==> src/dee_defs.vh <==
`ifndef DEE_DEFS_VH
`define DEE_DEFS_VH
// Register indices on the plain register port.
`define DEE_ADDR_CTRL 3'h0
`define DEE_ADDR_BADDR 3'h1
`define DEE_ADDR_BDATA 3'h2
`define DEE_ADDR_IRQ_STAT 3'h3
`define DEE_ADDR_IRQ_EN 3'h4
`define DEE_ADDR_IRQ_CLR 3'h5
// Control register field positions.
`define DEE_CTRL_READ 7
`define DEE_CTRL_WRITE 6
`define DEE_CTRL_WALLOW 5
`define DEE_CTRL_BUSY 4
`define DEE_CTRL_PWR 3
// Interrupt status bit positions.
`define DEE_IRQ_WDONE 0
`define DEE_IRQ_RDONE 1
`define DEE_IRQ_WREJ 2
// Reset values.
`define DEE_CTRL_RST 8'h00
`define DEE_BADDR_RST 8'h00
`define DEE_BDATA_RST 8'h00
// Erase and program times in ns, and cycle counts at the 8 ns clock.
`define DEE_CLK_NS 8
`define DEE_ERASE_NS 2000
`define DEE_PROG_NS 2000
`define DEE_ERASE_CYC ((`DEE_ERASE_NS + `DEE_CLK_NS - 1) / `DEE_CLK_NS)
`define DEE_PROG_CYC ((`DEE_PROG_NS + `DEE_CLK_NS - 1) / `DEE_CLK_NS)
`endif

==> src/dee_ctrl.v <==
// Overview of operation
// - Array access works in normal operation through plain registers, no special mode.
// - Each write is one byte: erase the byte, then program the new value.
// - Address register bits 6..0 select one of 128 bytes.
// - Address register bit 7 is unused and always reads zero.
// - Data register holds write data and receives fetched read data.
// - Data register is a full eight-bit field.
// - Control bit 3 powers the array when 1, switches it off when 0.
// - Control bit 5 allows writes; when 0 no write cycle happens.
// - Control bit 6 set to 1, with bits 5 and 3 also set, starts erase-then-program on the addressed byte.
// - Control bit 7 set to 1 with bit 6 at 0 fetches the addressed byte; 0 does nothing.
// - Busy bit 4 and write trigger read 1 during a write, cleared at end.
`include "dee_defs.vh"
`default_nettype none
module dee_ctrl #(
	parameter DEPTH = 128,
	parameter AW = 7,
	parameter ERASE_CYC = `DEE_ERASE_CYC,
	parameter PROG_CYC = `DEE_PROG_CYC
) (
	input wire mclk,
	input wire nrst,
	input wire [2:0] regAddr,
	input wire [7:0] regWdata,
	input wire regWr,
	input wire regRd,
	output reg [7:0] regRdata,
	output reg irq
);
	localparam TW = 12;
	localparam ST_IDLE = 2'h0;
	localparam ST_ERASE = 2'h1;
	localparam ST_PROG = 2'h2;
	localparam ST_READ = 2'h3;

	reg rstMeta_r;
	reg rstSync_r;
	always @(posedge mclk or negedge nrst) begin
		if (!nrst) begin
			rstMeta_r <= 1'b0;
			rstSync_r <= 1'b0;
		end else begin
			rstMeta_r <= 1'b1;
			rstSync_r <= rstMeta_r;
		end
	end

	reg [1:0] state_r;
	reg [1:0] state_nxt;
	reg readTrig_r;
	reg writeTrig_r;
	reg writeAllow_r;
	reg busy_r;
	reg powerOn_r;
	reg [AW-1:0] byteAddr_r;
	reg [7:0] byteData_r;
	reg [2:0] irqStat_r;
	reg [2:0] irqEn_r;
	reg timerLoad;
	reg [TW-1:0] timerCount;
	wire timerDone;
	wire [7:0] arrayData;

	function [7:0] ctrlValue;
		input rdT;
		input wrT;
		input wa;
		input bsy;
		input pw;
		begin
			ctrlValue = {rdT, wrT, wa, bsy, pw, 3'h0};
		end
	endfunction

	wire wrCtrl = regWr && (regAddr == `DEE_ADDR_CTRL);
	wire idle = (state_r == ST_IDLE);
	// Triggers are taken only when idle; a trigger during a busy cycle is ignored.
	wire startWrite = wrCtrl && idle && regWdata[`DEE_CTRL_WRITE];
	wire startRead = wrCtrl && idle && regWdata[`DEE_CTRL_READ] && !regWdata[`DEE_CTRL_WRITE];
	wire writeOk = regWdata[`DEE_CTRL_WALLOW] && regWdata[`DEE_CTRL_PWR];
	wire writeGo = startWrite && writeOk;
	wire writeRej = startWrite && !writeOk;

	always @* begin
		state_nxt = state_r;
		timerLoad = 1'b0;
		timerCount = {TW{1'b0}};
		case (state_r)
			ST_IDLE: begin
				if (writeGo) begin
					state_nxt = ST_ERASE;
					timerLoad = 1'b1;
					timerCount = ERASE_CYC[TW-1:0];
				end else if (startRead) begin
					state_nxt = ST_READ;
				end
			end
			ST_ERASE: begin
				if (timerDone) begin
					state_nxt = ST_PROG;
					timerLoad = 1'b1;
					timerCount = PROG_CYC[TW-1:0];
				end
			end
			ST_PROG: begin
				if (timerDone) begin
					state_nxt = ST_IDLE;
				end
			end
			ST_READ: begin
				state_nxt = ST_IDLE;
			end
			default: begin
				state_nxt = ST_IDLE;
			end
		endcase
	end

	wire eraseEn = (state_r == ST_ERASE) && timerDone;
	wire progEn = (state_r == ST_PROG) && timerDone;
	wire readDone = (state_r == ST_READ);

	always @(posedge mclk or negedge rstSync_r) begin
		if (!rstSync_r) begin
			state_r <= ST_IDLE;
			readTrig_r <= 1'b0;
			writeTrig_r <= 1'b0;
			writeAllow_r <= 1'b0;
			busy_r <= 1'b0;
			powerOn_r <= 1'b0;
			byteAddr_r <= {AW{1'b0}};
			byteData_r <= `DEE_BDATA_RST;
			irqStat_r <= 3'h0;
			irqEn_r <= 3'h0;
			regRdata <= 8'h00;
			irq <= 1'b0;
		end else begin
			state_r <= state_nxt;
			if (wrCtrl) begin
				writeAllow_r <= regWdata[`DEE_CTRL_WALLOW];
				powerOn_r <= regWdata[`DEE_CTRL_PWR];
			end
			// Triggers and busy are owned by hardware once a cycle starts.
			if (writeGo) begin
				writeTrig_r <= 1'b1;
				busy_r <= 1'b1;
			end else if (progEn) begin
				writeTrig_r <= 1'b0;
				busy_r <= 1'b0;
			end
			if (startRead) begin
				readTrig_r <= 1'b1;
			end else if (readDone) begin
				readTrig_r <= 1'b0;
			end
			if (regWr && regAddr == `DEE_ADDR_BADDR && idle) begin
				byteAddr_r <= regWdata[AW-1:0];
			end
			if (readDone) begin
				byteData_r <= arrayData;
			end else if (regWr && regAddr == `DEE_ADDR_BDATA && idle) begin
				byteData_r <= regWdata;
			end
			if (regWr && regAddr == `DEE_ADDR_IRQ_EN) begin
				irqEn_r <= regWdata[2:0];
			end
			// A new event wins over a clear in the same cycle.
			irqStat_r <= (irqStat_r & ~((regWr && regAddr == `DEE_ADDR_IRQ_CLR) ? regWdata[2:0] : 3'h0))
				| {writeRej, readDone, progEn};
			irq <= |(irqStat_r & irqEn_r);
			regRdata <= 8'h00;
			if (regRd) begin
				case (regAddr)
					`DEE_ADDR_CTRL: regRdata <= ctrlValue(readTrig_r, writeTrig_r, writeAllow_r, busy_r, powerOn_r);
					`DEE_ADDR_BADDR: regRdata <= {1'b0, byteAddr_r};
					`DEE_ADDR_BDATA: regRdata <= byteData_r;
					`DEE_ADDR_IRQ_STAT: regRdata <= {5'h00, irqStat_r};
					`DEE_ADDR_IRQ_EN: regRdata <= {5'h00, irqEn_r};
					default: regRdata <= 8'h00;
				endcase
			end
		end
	end

	// Array access runs in normal operation; no special mode is needed.
	dee_array #(.DEPTH(DEPTH), .AW(AW)) uArray (
		.mclk(mclk),
		.rstSync(rstSync_r),
		.powerOn(powerOn_r),
		.addr(byteAddr_r),
		.eraseEn(eraseEn),
		.progEn(progEn),
		.progData(byteData_r),
		.readData(arrayData)
	);

	dee_timer #(.W(TW)) uTimer (
		.mclk(mclk),
		.rstSync(rstSync_r),
		.load(timerLoad),
		.count(timerCount),
		.done(timerDone)
	);
endmodule
`default_nettype wire

==> src/dee_array.v <==
`default_nettype none
// Byte array in flip-flops; erase sets a byte to all ones, program stores a new value.
module dee_array #(
	parameter DEPTH = 128,
	parameter AW = 7
) (
	input wire mclk,
	input wire rstSync,
	input wire powerOn,
	input wire [AW-1:0] addr,
	input wire eraseEn,
	input wire progEn,
	input wire [7:0] progData,
	output wire [7:0] readData
);
	reg [7:0] mem_r [0:DEPTH-1];
	integer i;
	always @(posedge mclk or negedge rstSync) begin
		if (!rstSync) begin
			for (i = 0; i < DEPTH; i = i + 1) begin
				mem_r[i] <= 8'hFF;
			end
		end else if (powerOn) begin
			if (eraseEn) begin
				mem_r[addr] <= 8'hFF;
			end else if (progEn) begin
				mem_r[addr] <= progData;
			end
		end
	end
	// A powered-down array returns zero rather than stale contents.
	assign readData = powerOn ? mem_r[addr] : 8'h00;
endmodule
`default_nettype wire

==> src/dee_timer.v <==
`default_nettype none
// Down counter that pulses done once after a load of a nonzero count.
module dee_timer #(
	parameter W = 12
) (
	input wire mclk,
	input wire rstSync,
	input wire load,
	input wire [W-1:0] count,
	output reg done
);
	reg [W-1:0] cnt_r;
	reg run_r;
	always @(posedge mclk or negedge rstSync) begin
		if (!rstSync) begin
			cnt_r <= {W{1'b0}};
			run_r <= 1'b0;
			done <= 1'b0;
		end else begin
			done <= 1'b0;
			if (load) begin
				cnt_r <= count;
				run_r <= 1'b1;
			end else if (run_r) begin
				if (cnt_r <= {{(W-1){1'b0}}, 1'b1}) begin
					run_r <= 1'b0;
					done <= 1'b1;
				end else begin
					cnt_r <= cnt_r - {{(W-1){1'b0}}, 1'b1};
				end
			end
		end
	end
endmodule
`default_nettype wire

==> config.mk <==
export PLATFORM = sky130hd
export DESIGN_NAME = dee_ctrl
export DESIGN_NICKNAME = d
export VERILOG_FILES = /design/src/dee_ctrl.v /design/src/dee_array.v /design/src/dee_timer.v
export VERILOG_INCLUDE_DIRS = /design/src
export SDC_FILE = /design/constraint.sdc
export NUM_CORES = 2
export LEC_CHECK = 0
export BUFFER_PORTS_ARGS = -buffer_cell sky130_fd_sc_hd__buf_4
export CELL_PAD_IN_SITES_DETAIL_PLACEMENT = 1
export CELL_PAD_IN_SITES_GLOBAL_PLACEMENT = 1
export CORE_MARGIN = 2
export CORE_UTILIZATION = 51
export CTS_CLUSTER_SIZE = 8
export DETAILED_ROUTE_END_ITERATION = 16
export PLACE_DENSITY_LB_ADDON = 0.1
export SLEW_MARGIN = 20
export SYNTH_ARGS = -nofsm -noshare
export SYNTH_HDL_FRONTEND = slang
export SYNTH_SLANG_ARGS = --single-unit
==> constraint.sdc <==
create_clock -name mclk -period 38.7 [get_ports mclk]
set_input_delay 1.935 -clock mclk [delete_from_list [all_inputs] [get_ports mclk]]
set_output_delay 1.935 -clock mclk [all_outputs]
set_load 0.01 [all_outputs]
Word-level counts from Yosys, hierarchy flattened. Cells that the tools add are included.

Bitwise operators: 6. Add/subtract/negate cells: 1. Reductions and logical operators: 30. Magnitude comparators: 3. Equality and inequality tests: 12. Mux-type cells: 38.

Operator list (number): two-way mux 1024 bit (2); bitwise mux 1024 bit (1); bitwise OR 1024 bit (1); two-way mux 8 bit (9); binary-select mux 8 bit (select 7 bit) (1); demux 8 bit (select 7 bit) (1); case mux 8 bit (5 select lines) (1); two-way mux 12 bit (3); logical AND 1 bit (17); case mux 8 bit (2 select lines) (1); less-or-equal comparator 12 x 1 -> 1 bit, second input constant (1); two-way mux 1 bit (12); subtractor 12 x 1 -> 12 bit, second input constant (1); nonzero test 2 bit (5); greater-or-equal comparator 8 bit, second input constant (1); < comparator 8 x 1 -> 1 bit, second input constant (1); two-way mux 2 bit (4); inverter 7 -> 8 bit (1); case mux 2 bit (4 select lines) (1); AND 3 bit (2); == test 3 x 2 -> 1 bit, second input constant (2); == test 3 bit, second input constant (2); == test 2 bit, second input constant (2); inequality test 2 x 1 -> 1 bit, second input constant (2); 14 further kinds (16).

Output and inout bits: 9. Word-level logic and storage cells: 234. Flip-flop bits (word level): 1076.

Longest topological paths before layout.
Depth after elaboration: 9. Mapped depth: 10. Depth with buffers taken out: 8.

By module. From an unflattened synthesis, not the netlist that was laid out.

Cell total of the unflattened synthesis: 4919. Area total of the unflattened synthesis: 48987.0 um^2.

By module, submodules not included: dee_array (cells each 4681, instances 1, sequential area each 26905.8 um^2, area an instance 46409.5 um^2); dee_ctrl (cells each 147, instances 1, sequential area each 950.9 um^2, area an instance 1712.9 um^2); dee_timer (cells each 91, instances 1, sequential area each 350.3 um^2, area an instance 864.6 um^2).

Least setup slack after synthesis. Ideal clock, no wire load.

Path kind: input -> register. From: input port regAddr[1]. To: register uTimer.cnt_r[10]. Setup slack: 35.262 ns. Stages: 6. Data arrival time: 3.317 ns. Data required time: 38.579 ns. Cells stage by stage: nor4b_2 > a31o_2 > o211ai_1 > nor4_1 > xnor2_1 > nor2_1.

Cells in the longest elaborated chain, start to end: 9.

Ends and longest elaborated chain: from (decl) (RTL line dee_ctrl.v:23) `input wire [2:0] regAddr,`; logical NOT 3 bit *; logical AND 1 bit * (RTL line dee_ctrl.v:75) `` wire wrCtrl = regWr && (regAddr == `DEE_ADDR_CTRL); ``; logical AND 1 bit * (2 in series) (RTL line dee_ctrl.v:78) `` wire startWrite = wrCtrl && idle && regWdata[`DEE_CTRL_WRITE]; ``; logical AND 1 bit * (RTL line dee_ctrl.v:81) `wire writeGo = startWrite && writeOk;`; two-way mux 1 bit * (RTL line dee_ctrl.v:90) `if (writeGo) begin`; case mux 1 bit (2 select lines) * (RTL line dee_ctrl.v:88) `case (state_r)`; inequality test 2 bit (no source line) / nonzero test 2 bit (equally long branches); AND reduction 2 bit (no source line); to (signal assigned) (RTL line dee_timer.v:16) `cnt_r <= {W{1'b0}};`; to (signal assigned) (RTL line dee_timer.v:22) `cnt_r <= count;`; to (signal assigned) (RTL line dee_timer.v:29) `cnt_r <= cnt_r - {{(W-1){1'b0}}, 1'b1};`; to (decl) (RTL line dee_timer.v:12) `reg [W-1:0] cnt_r;`.

Mark *: on every way between the ends. The rest lies on a longest branch, timed or not. A chain may end at the register's enable or synchronous reset.

Worst setup path after layout.
From: register byteAddr_r[2]. To: register byteData_r[3].

Cells in the longest elaborated chain, start to end: 6.

Ends and longest elaborated chain: from (decl) (RTL line dee_ctrl.v:55) `reg [AW-1:0] byteAddr_r;`; from (signal assigned) (RTL line dee_ctrl.v:131) `byteAddr_r <= {AW{1'b0}};`; from (signal assigned) (RTL line dee_ctrl.v:157) `byteAddr_r <= regWdata[AW-1:0];`; inverter 7 -> 8 bit (not written as such) (RTL line dee_array.v:32) `assign readData = powerOn ? mem_r[addr] : 8'h00;`; binary-select mux 8 bit (select 7 bit) (RTL line dee_array.v:32); two-way mux 8 bit (not written as such) (2 in series) (RTL line dee_array.v:32); two-way mux 8 bit (RTL line dee_array.v:32); two-way mux 8 bit (RTL line dee_ctrl.v:159) `if (readDone) begin`; to (signal assigned) (RTL line dee_ctrl.v:132) `` byteData_r <= `DEE_BDATA_RST; ``; to (signal assigned) (RTL line dee_ctrl.v:160) `byteData_r <= arrayData;`; to (signal assigned) (RTL line dee_ctrl.v:162) `byteData_r <= regWdata;`; to (decl) (RTL line dee_ctrl.v:56) `reg [7:0] byteData_r;`.

Every way passes these cells. The select of a mux whose other input is x is not followed.

==> metrics.yaml <==
timing:
  slew_headroom: 0.2159
  min_period_ps: 5066
  max_freq_mhz: 197.4
  tightest_slew_ps: 1176
  maxSlewViolCount: 0
  fin_ws_ps: 33630
  clock_skew_ps: 20.89
  period_share: 0.1309
  setup_viol: 0
  fin_setup_tns_ps: 0
  hold_viol_final: 0
  grt_setup_unrepaired: "no"
  holdWs_ps: 348.6
detailed_routing:
  post_drt_wl_per_cell_um: 26.53
  wl_met2_um: 75060
  wl_um: 161000
  wl_met3_um: 8023
  detail_route.drc_violations: 0
  drt_iter0_drc: 3053
  met1Wirelength_um: 70550
  postRouteAntennaNets: 0
  top_layer_used: "met5"
  dr.pass1.iters: 5
  viasPerCell: 6.344
  vias: 38512
clocking:
  clk_latency_ps: 760
  cts_resized: 0
  cts_sinks: 1076
  h-tree-depth: 4
  cts_buffer_depth: 3
  numCtsBuffers: 152
  cts_tree: "built"
  clk_pin_slew_ps: 50
  post_cts_buffers: 0
  holdBufCountCts: 0
  cts_root_buf: "clkbuf_16"
min_path:
  hold_class: "register to register"
  hp-start: "rstMeta_r"
  min_to: "rstSync_r"
  hold_path_depth: 0
grt:
  grt_remaining_overflow: 0
  grt_usage: 0.3188
  grt_max_degree: 196
  grt_first_pass_wirelength_um: 249500
  grt_pass1_vias: 40298
  antenna_found_initial: 6
synth:
  synth.distinct_cells: 59
  synth_most_common_cell: "dfstp_2"
  ys_warn_count: 0
  syn_area_per_cell_um2: 10.04
  synth_top_area_cell: "dfstp_2"
  dominantRegCellSynth: "dfstp_2"
  synth-edff-count: 0
  synthArstFlopShare: 1.000
  synth_area_leaders: "dfstp_2 54%, a21oi_1 8.2%, nor2_1 7.0%"
  synthesis.nets: 5007
  ys_top_cells_by_count: "1024 x dfstp_2, 935 x nor2_1, 818 x a21oi_1"
  synth_seq_cells: 1076
  yosysTopAreaCellShare: 0.5370
  ys_seq_area_frac: 0.5630
  synth.cell_area_um2: 50100
  syn_inst: 4990
placement:
  dp_cells: 5885
  portBuffers: 23
  hpwl_um: 96990
  place.gp.congestion: 0.8507
  place_ws_ps: 33760
floorplanning:
  die-area_um2: 100800
  initial_core_util: 0.5166
  coreArea_um2: 96990
  io_pins: 24
  die_height_um: 317.4
  rows: 114
  fp.dieW_um: 317.4
layout:
  area_delta_synth_final_pct: 8.922
  stdcell_count: 6071
  layout-drive-gt1-share: 0.3025
  nNetsFinal: 4781
  fill_cells: 10389
power_and_ir_drop:
  ir_drop_mv: 0.04043
  cellPowerDensity_nw_per_um2: 43.70
  p_leak_uw: 0.01972
  power_uw: 2385
worst_setup_path:
  worst-r2r-setup-slack_ps: 33630
  rr_worst_depth: 8
  endpoint_kind: "register"
  start_kind: "register"
  crit_type: "register to register"
  reg2reg_from: "byteAddr_r[2]"
  required_ps: 39310
  cp_max_fo: 135
  r2r-end: "byteData_r[3]"
  cp.arrival_ps: 5680
job:
  drv_cap: 0
run_status:
  status: "completed"
## power breakdown
group	internal, uW	total [uW]	switching, uW
Clock	710	1200	493
Combinational	7.94	45.1	37.1
Sequential	1130	1140	3.51
## worst max path at each step
stage                  start            end  depth (start not counted)
2_1_floorplan      rstSync_r         busy_r                          0
3_3_place_gp   byteAddr_r[0]  byteData_r[2]                          8
3_5_place_dp   byteAddr_r[0]  byteData_r[5]                          8
4_1_cts        byteAddr_r[0]  byteData_r[5]                          8
5_1_grt        byteAddr_r[0]  byteData_r[2]                          8
6_report       byteAddr_r[2]  byteData_r[3]                          8
## worst max-delay path, stage by stage (launching register included)
cell       delay (ps)
dfrtp_4           960
buf_12            680
buf_4             730
mux2i_1           270
o22ai_1           110
o31ai_1           690
a41oi_1           490
a2111oi_0         530
o22ai_1           150
## through the flow
stage                 util  instance area, um2
detailed placement  0.5191               50350
CTS                 0.5617               54480
floorplan                -               50100
global route        0.5627               54570
global placement    0.5191               50350
finish              0.5627               54570
## per-layer routing
metal	up-vias	global-route usage
met3	317	0.05066
li1	17222	-
met4	4	0.1494
met2	1053	0.4991
met5	-	0
met1	19916	0.4371
## state kept, by name (all words and copies together) (netlist names), 2 cells and up
register      flops
byteData_r        8
irqEn_r           3
byteAddr_r        7
uArray.mem_r   1024
state_r           2
irqStat_r         3
uTimer.cnt_r     12
regRdata          8
## cells in the final DEF (no fill, tap or decap), types with 5 or more instances in the layout
cell type / Yosys / layout
o22ai_1: 104 / 104
xor2_1: 5 / 5
a41oi_1: 24 / 24
clkinv_8: 0 / 9
clkbuf_16: 0 / 153
inv_1: 5 / 5
nor2b_1: 131 / 127
a21oi_1: 818 / 818
nand2b_1: 8 / 6
nor2_1: 935 / 898
a31oi_1: 49 / 49
a32o_1: 97 / 97
dfstp_2: 1024 / 1024
buf_4: 35 / 80
and3_1: 7 / 7
clkbuf_1: 246 / 15
a2111oi_0: 8 / 8
mux2i_1: 267 / 267
nand2_1: 266 / 266
o21ai_0: 223 / 223
dfrtp_1: 52 / 48
nor2_4: 0 / 9
a32oi_1: 24 / 24
o31ai_1: 96 / 96
nor3_1: 5 / 5
a2111o_1: 8 / 8
o22a_1: 32 / 32
nand3_1: 29 / 27
and2_1: 8 / 7
a31o_2: 97 / 97
nor4b_1: 121 / 121
nor3_2: 6 / 5
xnor2_1: 5 / 5
o21ai_1: 8 / 8
mux2_2: 15 / 15
nor2_2: 1 / 29
a221oi_1: 16 / 16
## area by class of cell
cell class	count	area, um2	share of cell area
antenna	2	5.005	0.00009171
clock buffer	168	3885	0.07119
clock inverter	15	241.5	0.004425
inverter	6	22.52	0.0004127
multi-input combinational	3443	19890	0.3645
sequential	1076	28220	0.5171
tap	1276	1597	0.02925
timing repair buffer	85	708.2	0.01298
## kinds of logic (layout without fill, tap and decap cells)
group,count (synthesis),after routing,share of synthesized area
AO/OA/AOI/OAI,1619,1619,0.1973
XOR/XNOR,10,10,0.001748
adder cells (fa/ha/maj),2,2,0.0004994
buffers and inverters,471,274,0.04390
flip-flops,1076,1076,0.5630
multiplexers,282,282,0.05671
other,1,3,0.00007484
AND/OR/NAND/NOR,1529,1529,0.1368
(Power assumes the default switching activity.)
